<file path="src/shared/wwdt_regs.svh">
// register map, field positions, reset values and timing counts of the window watchdog
`ifndef WWDT_REGS_SVH
`define WWDT_REGS_SVH

// ********************************
// register byte offsets
// ********************************
`define WWDT_ADDR_CTRL 8'h00
`define WWDT_ADDR_RELOAD 8'h04
`define WWDT_ADDR_WINDOW 8'h08
`define WWDT_ADDR_CMD 8'h0C
`define WWDT_ADDR_STATUS 8'h10
`define WWDT_ADDR_COUNT 8'h14

// ********************************
// field positions
// ********************************
`define WWDT_CTRL_SRC_BIT 0
`define WWDT_CTRL_DIV_BIT 1
`define WWDT_CMD_SERVICE_BIT 0
`define WWDT_CMD_OFF_BIT 1
`define WWDT_CMD_ON_BIT 2
`define WWDT_STAT_RUN_BIT 0
`define WWDT_STAT_OVF_BIT 1
`define WWDT_STAT_EARLY_BIT 2

// ********************************
// timing and reset values
// ********************************
`define WWDT_DIV_LONG 16384
`define WWDT_DIV_SHORT 256
`define WWDT_WAKEUP_CLOCK_FREQ_HZ 500000
`define WWDT_DEF_INTERVAL_MS 130
`define WWDT_DEF_TICKS \
	((`WWDT_DEF_INTERVAL_MS * (`WWDT_WAKEUP_CLOCK_FREQ_HZ / 1000) + `WWDT_DIV_LONG / 2) / `WWDT_DIV_LONG)
`define WWDT_RST_RELOAD (17'h10000 - 17'(`WWDT_DEF_TICKS))
`define WWDT_RST_SRC_WU 1'h1
`define WWDT_RST_DIV_SHORT 1'h0
`define WWDT_RST_WINDOW 16'h0000
`define WWDT_COUNT_MAX 16'hFFFF

`endif

</file>
<file path="src/shared/wwdt_pkg.sv">
// types shared by the window watchdog modules
`default_nettype none

package wwdt_pkg;

	typedef enum logic [1:0] {
		WWDT_OFF,
		WWDT_RUN,
		WWDT_TRIP
	} wwdt_state_t;

	typedef struct packed {
		logic sync1;
		logic sync2;
		logic sync3;
		logic [13:0] cnt;
		logic tick;
	} wwdt_pre_t;

	typedef struct packed {
		wwdt_state_t fsm;
		logic [15:0] count;
		logic [15:0] reload;
		logic [15:0] window;
		logic src_wu;
		logic div_short;
		logic ovf;
		logic early;
		logic dp_wr;
		logic [7:0] dp_addr;
		logic [31:0] rdata;
	} wwdt_top_t;

endpackage

`default_nettype wire

</file>
<file path="src/logic/wwdt_prescaler.sv">
// clock source selection and prescaler of the window watchdog
`include "wwdt_regs.svh"
`default_nettype none

module wwdt_prescaler #(
	parameter int DIV_LONG = `WWDT_DIV_LONG,
	parameter int DIV_SHORT = `WWDT_DIV_SHORT
) (
	input wire logic clk_sys,
	input wire logic reset,
	input wire logic wu_clk,
	input wire logic src_wu,
	input wire logic div_short,
	input wire logic restart,
	output logic tick
);

	if (DIV_LONG < 2 || DIV_LONG > 16384 || DIV_SHORT < 2 || DIV_SHORT > DIV_LONG) begin : g_chk
		$error("wwdt_prescaler: divider ratios out of range");
	end

	wwdt_pkg::wwdt_pre_t pre_ff;
	wwdt_pkg::wwdt_pre_t nxt_pre;
	logic src_pulse;
	logic [13:0] limit;

	// ********************************
	// source pulse and divider
	// ********************************
	always_comb begin
		nxt_pre = pre_ff;
		nxt_pre.sync1 = wu_clk;
		nxt_pre.sync2 = pre_ff.sync1;
		nxt_pre.sync3 = pre_ff.sync2;
		nxt_pre.tick = 1'h0;
		src_pulse = src_wu ? (pre_ff.sync2 & ~pre_ff.sync3) : 1'h1;
		limit = div_short ? 14'(DIV_SHORT - 1) : 14'(DIV_LONG - 1);
		if (restart) begin
			nxt_pre.cnt = 14'h0000;
		end else if (src_pulse) begin
			// a ratio change mid-count must not strand the count above the new limit
			if (pre_ff.cnt >= limit) begin
				nxt_pre.cnt = 14'h0000;
				nxt_pre.tick = 1'h1;
			end else begin
				nxt_pre.cnt = 14'(pre_ff.cnt + 14'h0001);
			end
		end
	end

	always_ff @(posedge clk_sys) begin
		if (reset) begin
			pre_ff <= '0;
		end else begin
			pre_ff <= nxt_pre;
		end
	end

	assign tick = pre_ff.tick;
endmodule // wwdt_prescaler

`default_nettype wire

</file>
<file path="src/logic/wwdt_top.sv">
// window watchdog with ahb-lite register slave
`include "wwdt_regs.svh"
`default_nettype none

module wwdt_top #(
	parameter int DIV_LONG = `WWDT_DIV_LONG,
	parameter int DIV_SHORT = `WWDT_DIV_SHORT
) (
	input wire logic clk_sys,
	input wire logic reset,
	input wire logic wu_clk,
	input wire logic hsel,
	input wire logic [31:0] haddr,
	input wire logic [1:0] htrans,
	input wire logic hwrite,
	input wire logic [2:0] hsize,
	input wire logic [31:0] hwdata,
	input wire logic hready,
	output logic hreadyout,
	output logic hresp,
	output logic [31:0] hrdata,
	output logic wdt_reset_req
);

	wwdt_pkg::wwdt_top_t top_ff;
	wwdt_pkg::wwdt_top_t nxt_top;
	logic take;
	logic wr_ctrl;
	logic wr_cmd;
	logic svc;
	logic cmd_off;
	logic cmd_on;
	logic stop;
	logic tick;
	logic restart;

	// ********************************
	// bus decode
	// ********************************
	function automatic logic [31:0] read_word(input logic [7:0] a, input wwdt_pkg::wwdt_top_t s);
		logic [31:0] w;
		w = 32'h00000000;
		case (a)
			`WWDT_ADDR_CTRL: begin
				w[`WWDT_CTRL_SRC_BIT] = s.src_wu;
				w[`WWDT_CTRL_DIV_BIT] = s.div_short;
			end
			`WWDT_ADDR_RELOAD: w[15:0] = s.reload;
			`WWDT_ADDR_WINDOW: w[15:0] = s.window;
			`WWDT_ADDR_STATUS: begin
				w[`WWDT_STAT_RUN_BIT] = (s.fsm == wwdt_pkg::WWDT_RUN);
				w[`WWDT_STAT_OVF_BIT] = s.ovf;
				w[`WWDT_STAT_EARLY_BIT] = s.early;
			end
			`WWDT_ADDR_COUNT: w[15:0] = s.count;
			default: w = 32'h00000000;
		endcase
		return w;
	endfunction

	// every transfer is served as a whole word; hsize is not checked
	assign take = hsel & hready & htrans[1];
	assign wr_ctrl = top_ff.dp_wr && (top_ff.dp_addr == `WWDT_ADDR_CTRL);
	assign wr_cmd = top_ff.dp_wr && (top_ff.dp_addr == `WWDT_ADDR_CMD);
	assign svc = wr_cmd & hwdata[`WWDT_CMD_SERVICE_BIT];
	assign cmd_off = wr_cmd & hwdata[`WWDT_CMD_OFF_BIT];
	assign cmd_on = wr_cmd & hwdata[`WWDT_CMD_ON_BIT];
	// on wins when both commands arrive together, so a write setting both bits cannot silence it
	assign stop = cmd_off & ~cmd_on;
	// a service or a stopped watchdog restarts the prescaler from zero
	assign restart = svc | (top_ff.fsm != wwdt_pkg::WWDT_RUN);

	wwdt_prescaler #(
		.DIV_LONG(DIV_LONG),
		.DIV_SHORT(DIV_SHORT)
	) u_pre (
		.clk_sys(clk_sys),
		.reset(reset),
		.wu_clk(wu_clk),
		.src_wu(top_ff.src_wu),
		.div_short(top_ff.div_short),
		.restart(restart),
		.tick(tick)
	);

	// ********************************
	// next state
	// ********************************
	always_comb begin
		nxt_top = top_ff;
		nxt_top.dp_wr = 1'h0;
		if (take) begin
			nxt_top.dp_wr = hwrite;
			nxt_top.dp_addr = haddr[7:0];
			nxt_top.rdata = hwrite ? 32'h00000000 : read_word(haddr[7:0], top_ff);
		end
		if (wr_ctrl) begin
			nxt_top.src_wu = hwdata[`WWDT_CTRL_SRC_BIT];
			nxt_top.div_short = hwdata[`WWDT_CTRL_DIV_BIT];
		end
		if (top_ff.dp_wr && top_ff.dp_addr == `WWDT_ADDR_RELOAD) begin
			nxt_top.reload = hwdata[15:0];
		end
		if (top_ff.dp_wr && top_ff.dp_addr == `WWDT_ADDR_WINDOW) begin
			nxt_top.window = hwdata[15:0];
		end
		case (top_ff.fsm)
			wwdt_pkg::WWDT_OFF: begin
				if (svc) begin
					nxt_top.count = top_ff.reload;
				end
				if (cmd_on) begin
					nxt_top.fsm = wwdt_pkg::WWDT_RUN;
				end
			end
			wwdt_pkg::WWDT_RUN: begin
				if (stop) begin
					nxt_top.fsm = wwdt_pkg::WWDT_OFF;
				end else if (svc) begin
					if (top_ff.count < top_ff.window) begin
						nxt_top.fsm = wwdt_pkg::WWDT_TRIP;
						nxt_top.early = 1'h1;
					end else begin
						nxt_top.count = top_ff.reload;
					end
				end else if (tick) begin
					if (top_ff.count == `WWDT_COUNT_MAX) begin
						nxt_top.fsm = wwdt_pkg::WWDT_TRIP;
						nxt_top.ovf = 1'h1;
					end else begin
						nxt_top.count = 16'(top_ff.count + 16'h0001);
					end
				end
			end
			// the request holds until the system reset it triggers clears the block
			wwdt_pkg::WWDT_TRIP: nxt_top.fsm = wwdt_pkg::WWDT_TRIP;
			default: nxt_top.fsm = wwdt_pkg::WWDT_OFF;
		endcase
	end

	// ********************************
	// state registers
	// ********************************
	always_ff @(posedge clk_sys) begin
		if (reset) begin
			top_ff.fsm <= wwdt_pkg::WWDT_RUN;
			top_ff.count <= 16'(`WWDT_RST_RELOAD);
			top_ff.reload <= 16'(`WWDT_RST_RELOAD);
			top_ff.window <= `WWDT_RST_WINDOW;
			top_ff.src_wu <= `WWDT_RST_SRC_WU;
			top_ff.div_short <= `WWDT_RST_DIV_SHORT;
			top_ff.ovf <= 1'h0;
			top_ff.early <= 1'h0;
			top_ff.dp_wr <= 1'h0;
			top_ff.dp_addr <= 8'h00;
			top_ff.rdata <= 32'h00000000;
		end else begin
			top_ff <= nxt_top;
		end
	end

	assign hreadyout = 1'h1;
	assign hresp = 1'h0;
	assign hrdata = top_ff.rdata;
	assign wdt_reset_req = (top_ff.fsm == wwdt_pkg::WWDT_TRIP);
endmodule // wwdt_top

`default_nettype wire

</file>
<file path="config.mk">
export PLATFORM = sky130hd
export DESIGN_NAME = wwdt_top
export DESIGN_NICKNAME = d
export VERILOG_FILES = /design/src/shared/wwdt_pkg.sv /design/src/logic/wwdt_prescaler.sv /design/src/logic/wwdt_top.sv
export VERILOG_INCLUDE_DIRS = /design/src /design/src/shared
export SDC_FILE = /design/constraint.sdc
export NUM_CORES = 1
export LEC_CHECK = 0
export BUFFER_PORTS_ARGS = -buffer_cell sky130_fd_sc_hd__buf_4
export CORE_MARGIN = 5
export CORE_UTILIZATION = 55
export DETAILED_ROUTE_END_ITERATION = 10
export HOLD_SLACK_MARGIN = 0.15
export PLACE_DENSITY = 0.8
export SLEW_MARGIN = 20
export SYNTH_ARGS = -nofsm -noshare
export SYNTH_HDL_FRONTEND = slang
export SYNTH_SLANG_ARGS = --single-unit
</file>
<file path="constraint.sdc">
create_clock -name clk_sys -period 2.6 [get_ports clk_sys]
set_input_delay 0.26 -clock clk_sys [delete_from_list [all_inputs] [get_ports clk_sys]]
set_output_delay 0.26 -clock clk_sys [all_outputs]
set_load 0.01 [all_outputs]
</file>
; ---- After elaboration in Yosys (flattened, before gate mapping)
; Cells that the tools add are included.
[word_totals]
inputBits = 75
out_inout_bits = 35
word_cells = 89
register_bits = 113
[op_classes]
n_mux = 20
add_sub_neg = 2
reduce_logical = 15
bitwise_logic = 14
magnitude_cmp = 2
eq_ne = 20
[op_table]
columns = cell, n
row1 = 16-bit 2-to-1 mux, 5
row2 = 13-bit case mux with 3 select lines, 1
row3 = 18-bit 2-to-1 mux, 2
row4 = 16-bit case mux with 2 select lines, 1
row5 = 14-bit 2-to-1 mux, 2
row6 = "8-bit by 4-bit equality test with 1-bit output, second input constant", 3
row7 = "16-bit by 1-bit adder with 16-bit output, second input constant", 1
row8 = "16-bit equality test, second input constant", 1
row9 = "8-bit by 3-bit equality test with 1-bit output, second input constant", 2
row10 = "8-bit by 5-bit equality test with 1-bit output, second input constant", 2
row11 = 8-bit logical NOT, 2
row12 = 16-bit < comparator, 1
row13 = "14-bit by 1-bit adder with 14-bit output, second input constant", 1
row14 = 14-bit greater-or-equal comparator, 1
row15 = "4-bit by 3-bit inequality test with 1-bit output, second input constant", 3
row16 = 2-bit case mux with 5 select lines, 1
row17 = 2-bit 2-to-1 mux, 4
row18 = 4-bit AND reduction, 2
row19 = 1-bit AND, 7
row20 = "2-bit inequality test, second input constant", 3
row21 = "3-bit inequality test, second input constant", 2
row22 = 1-bit inverter, 6
row23 = 2-bit case mux with 3 select lines, 1
row24 = 6-bit AND reduction, 1
row25 = 13 further kinds, 18

; ---- Depth between registers and ports, before layout
[logic_depth]
ltp_word = 7
ltp_mapped = 9
mapped_depth_nobuf = 8

; ---- Modules after synthesis
; From an unflattened synthesis, not the netlist that was laid out.
[unflattened]
cells_unflattened = 654
hier_area_um2 = 5226.3
[modules_own_cells]
columns = mod, area_per_inst_um2, instances, seq_area_each_um2, cells_per_inst
row1 = wwdt_top, 4319.1, 1, 1581.5, 555
row2 = wwdt_prescaler, 907.1, 1, 360.3, 99

; ---- Worst setup path before layout
; Ideal clock, no wire load.
[synth_timing]
kind = reg-to-reg
from = register top_ff[60] (netlist bit)
to = register top_ff[79] (netlist bit)
required_ns = 2.462
path_buffers = 1
setup_ns = 0.138
period_less_slack_ns = 2.228
arrival_time_ns = 2.090
path_slack_ns = 0.372
path_stages_with_launch = 10
path_cell_list = dfxtp_1 -> inv_1 -> ha_1 -> and4_1 -> nand4_1 -> or4_4 -> and4_4 -> buf_6 -> nor2_8 -> a31oi_1
[synth_via]
elab_chain_cells = 3
[synth_rtl]
columns = element, line_no
row1 = from (decl), wwdt_top.sv:25  ; wwdt_pkg::wwdt_top_t top_ff;
row2 = from (signal assigned), wwdt_top.sv:158  ; top_ff <= nxt_top;
row3 = 16-bit < comparator, wwdt_top.sv:120  ; if (top_ff.count < top_ff.window) begin
row4 = 3-bit inequality test (no source line), -
row5 = 6-bit AND reduction (no source line), -
; No other way between the ends.
; A chain may end at the register's enable or synchronous reset.

; ---- Worst setup path after layout
[layout_timing]
from = register top_ff[60] (netlist bit)
to = register top_ff[88] (netlist bit)
; Same word-level chain as after synthesis.

==> reports/qor.log <==
qor: clock_tree.cts_buffers 9
qor: worst_setup_path.critical_path.slowest_cell sky130_fd_sc_hd__or4_4
qor: layout.multi_input_comb_area 0.00298 mm^2
qor: worst_setup_path.r2r_end top_ff[88]
qor: synth.post_synth_arst_share 0%
qor: synth.yosys_register_bits 97
qor: global_route.grt_pass1_wl 21.9 mm
qor: sta.finalWorstPathRequiredPeriod 2.47 ns
qor: clock_tree.cts-root-buf sky130_fd_sc_hd__clkbuf_8
qor: floorplan.core 0.00964 mm^2
qor: worst_hold_path.hold-path-endpoint top_ff[38]
qor: pwr.power.share.clock 39.6%
qor: layout.final_layout_size_suffix_gt1_share 15.4%
qor: layout.final_core_area_utilization 63.1%
qor: layout.area_growth_syn_to_layout 13.2%
qor: layout.layout.cell_area.non_filler 0.00608 mm^2
qor: pwr.seq_power_share 54.5%
qor: global_route.maximum_number_of_pins_on_one_net_before_global_route_repair 55
qor: layout.most_frequent_standard_cell_in_the_layout_excluding_fill_and_tap_cells sky130_fd_sc_hd__dfxtp_1
qor: layout.stdcell_count 813
qor: global_route.first_global_vias 4544
qor: clock_tree.clk_path_buf_depth 2
qor: detailed_routing.firstDrtPassIters 8
qor: sta.timing_worst_slew_pin_value 0.702 ns
qor: worst_hold_path.whs_path_depth 3
qor: sta.post-route-worst-setup-slack 0.128 ns
qor: synth.avgSynthCellArea 8.51 um^2
qor: synth.yosys_most_used_dff sky130_fd_sc_hd__dfxtp_1
qor: sta.fin_skew 0.0127 ns
qor: worst_setup_path.crit_end_element flop
qor: synth.yosys.cell_types.count 60
qor: global_route.grt_overflow_total 0
qor: worst_setup_path.critical-path-top-delay-family simple AND/OR/NAND/NOR gates
qor: placement.placedCellCount 774
qor: sta.holdWs 0.171 ns
qor: worst_setup_path.worst_ep_arrival_time 2.70 ns
qor: worst_setup_path.setup.reg_to_reg.worst_slack 0.13 ns
qor: pwr.p_sw 647 uW
qor: detailed_routing.detail_route_antenna_nets 0
qor: layout.layout_common_cells sky130_fd_sc_hd__dfxtp_1 (97), sky130_fd_sc_hd__nand2_1 (85), sky130_fd_sc_hd__buf_4 (65)
qor: worst_setup_path.worst_ep_required_time 2.83 ns
qor: sta.maxSlewViolCount 0
qor: worst_setup_path.path_max_fanout 9
qor: floorplan.fp.dieW 109 um
qor: clock_tree.worst_setup_hold_path_clk_slew 0.10 ns
qor: placement.placed_cell_area 0.00562 mm^2
qor: synth.synth-seq-area-share 36.2%
qor: pwr.p_total 2.75 mW
qor: clock_tree.clock_latency_late_sink 0.38 ns
qor: synth.syn_area 0.00537 mm^2
qor: global_route.number_of_antenna_violations_at_the_first_check_in_global_routing 0
qor: worst_setup_path.worst_r2r_path_depth 8
qor: pwr.power_per_cell_area 452 mW/mm^2
qor: worst_setup_path.critical-path-max-stage-delay 0.57 ns
qor: worst_setup_path.critPathLaunchType flop
qor: floorplan.placementRows 36
qor: worst_setup_path.worst-setup-path-type flop to flop
qor: run.maxCapViolCount 0
qor: detailed_routing.drc_errors 0
qor: worst_setup_path.path_cells inv_1 -> ha_1 -> and4_1 -> nand4_1 -> or4_4 -> and4_4 -> nor2_8 -> a31oi_1
qor: sta.rsz0062_at_grt no
qor: sta.totalNegativeSetupSlack 0 ns
qor: sta.hold_viol_final 0
qor: pwr.ir_drop 0.231 mV
qor: clock_tree.tritoncts_num_sinks 97
qor: worst_hold_path.min_path_type input pin to flop
qor: global_route.grt_util_all_layers 23.2%
qor: clock_tree.cts_max_level 3
qor: clock_tree.tritoncts built
qor: sta.maxClockFrequency 405 MHz
qor: layout.antenna_diode_count 0
qor: detailed_routing.vias 4803
qor: worst_hold_path.hold_path_startpoint haddr[6]
qor: placement.place_ws 0.112 ns
qor: outcome.outcome complete, no violations
qor: floorplan.io_pins 110
qor: synth.syn_inst 631
qor: layout.final-seq-area 0.00194 mm^2
qor: pwr.cell_internal_pwr 2.10 mW
qor: pwr.power_leakage 2.53 nW
qor: synth.synth_enable_flop_cells 0
qor: floorplan.floorplan.initialDensity 55.7%
qor: detailed_routing.routed_via_density 5.91
qor: pwr.power.combinational.fraction 5.9%
qor: sta.final_worst_path_period_share 95.1%
qor: worst_setup_path.r2r_path_start top_ff[60]
qor: layout.filler_cell_count 822
qor: synth.yosysWarningCount 0
qor: sta.worst_slew_margin_rel 52.7%
qor: floorplan.floorplan.die_area 0.0118 mm^2
qor: sta.setup_viol 0
qor: pwr.sw_frac_of_total 23.5%
qor: floorplan.die-height 109 um
qor: detailed_routing.finalWirelength 13.4 mm
qor: worst_setup_path.timing.critical_path.buf_inv 1
qor: placement.place.port_buffers 47
qor: placement.post-dp-hpwl 9.10 mm
qor: layout.nNetsFinal 774
qor: placement.place_congestion 0.838
qor: detailed_routing.avgRoutedWirePerCell 16.5 um
qor: detailed_routing.drtIter0Drc 577
-- sequential cells by signal, indices dropped and copies added (netlist names) --
name / count
hrdata: 16
u_pre.nxt_pre: 2
top_ff: 63
u_pre.tick: 1
u_pre.pre_ff: 15
-- synth_stat cells (3+ instances only) --
cell,count,area share [%]
sky130_fd_sc_hd__a2bb2oi_1,14,2.3
sky130_fd_sc_hd__nand4_1,11,1.3
sky130_fd_sc_hd__inv_1,21,1.5
sky130_fd_sc_hd__nor4_1,3,0.35
sky130_fd_sc_hd__o21ai_1,8,0.75
sky130_fd_sc_hd__mux2i_1,20,3.7
sky130_fd_sc_hd__a21oi_1,25,2.3
sky130_fd_sc_hd__buf_4,36,5.0
sky130_fd_sc_hd__nand3_1,39,3.6
sky130_fd_sc_hd__nor3_1,18,1.7
sky130_fd_sc_hd__clkbuf_1,20,1.4
sky130_fd_sc_hd__nand4b_1,3,0.49
sky130_fd_sc_hd__a31oi_1,6,0.70
sky130_fd_sc_hd__xor2_1,10,1.6
sky130_fd_sc_hd__a222oi_1,16,3.0
sky130_fd_sc_hd__nand2b_1,9,1.0
sky130_fd_sc_hd__dfxtp_1,97,36
sky130_fd_sc_hd__and3_1,10,1.2
sky130_fd_sc_hd__and2_1,7,0.82
sky130_fd_sc_hd__o211ai_1,3,0.42
sky130_fd_sc_hd__buf_2,6,0.56
sky130_fd_sc_hd__nor2b_1,7,0.82
sky130_fd_sc_hd__xnor2_1,11,1.8
sky130_fd_sc_hd__ha_1,23,5.4
sky130_fd_sc_hd__a41oi_1,3,0.49
sky130_fd_sc_hd__o21ai_0,17,1.6
sky130_fd_sc_hd__nor2_1,48,3.4
sky130_fd_sc_hd__or4_4,3,0.63
sky130_fd_sc_hd__o2111ai_1,8,1.3
sky130_fd_sc_hd__a311oi_1,4,0.65
sky130_fd_sc_hd__nand2_1,85,5.9
-- cell families (layout without fill, tap and decap cells) --
family          after synthesis  count (layout)  share of synthesized area (%)
simple gates                259             259                           25.0
compound gates              119             119                           16.3
flops                        97              97                           36.2
buf+inv                      90             123                           9.83
fa+ha+maj                    23              23                           5.36
xor+xnor                     21              21                           3.42
mux                          20              20                           3.73
other cells                   2              18                          0.140
-- worst min-delay path, stage by stage --
cell                      delay (ns)
sky130_fd_sc_hd__buf_4          0.14
sky130_fd_sc_hd__nand2_1        0.05
sky130_fd_sc_hd__a21oi_1        0.05
-- how the worst max path moves through the flow --
stage	from	to	cells past startpoint
after global placement	top_ff[60]	top_ff[88]	8
after global routing	top_ff[60]	top_ff[88]	8
after floorplan	top_ff[60]	top_ff[79]	9
after CTS	top_ff[60]	top_ff[92]	8
final	top_ff[60]	top_ff[88]	8
after detailed placement	top_ff[58]	top_ff[92]	8
-- metal layers --
layer / vias to the layer above / track usage (%) / part of all wire [%]
li1: 2309 / - / -
met2: 215 / 39.0 / 47
met4: 0 / 9.56 / 2.4
met5: - / 0 / 0
met3: 36 / 3.55 / 7.6
met1: 2243 / 29.8 / 43
-- timing repair --
item	4_1_cts	5_1_grt
buffers inserted	0	3
hold buffers	21	0
setup endpoints to repair	0	15
endpoints found under the hold margin	34	0
resized for setup	0	3
-- layout make-up --
type	count	area share [%]
Clock buffer	9	2.04
Clock inverter	6	1.50
Inverter	22	1.36
Multi-Input combinational cell	460	49.0
Sequential cell	97	31.9
Tap cell	133	2.74
Timing Repair Buffer	86	11.5
-- power groups by stage --
| stage | logic (mW) | clock network [mW] | registers [mW] |
|---|---|---|---|
| global placement | 0.130 | 0 | 1.53 |
| finish | 0.162 | 1.09 | 1.50 |
| global route | 0.177 | 1.15 | 1.50 |
| CTS | 0.160 | 1.10 | 1.50 |
| floorplan | 0.0928 | 0 | 1.53 |
| detailed placement | 0.134 | 0 | 1.53 |
No activity file was read; power rests on OpenSTA's default activity.
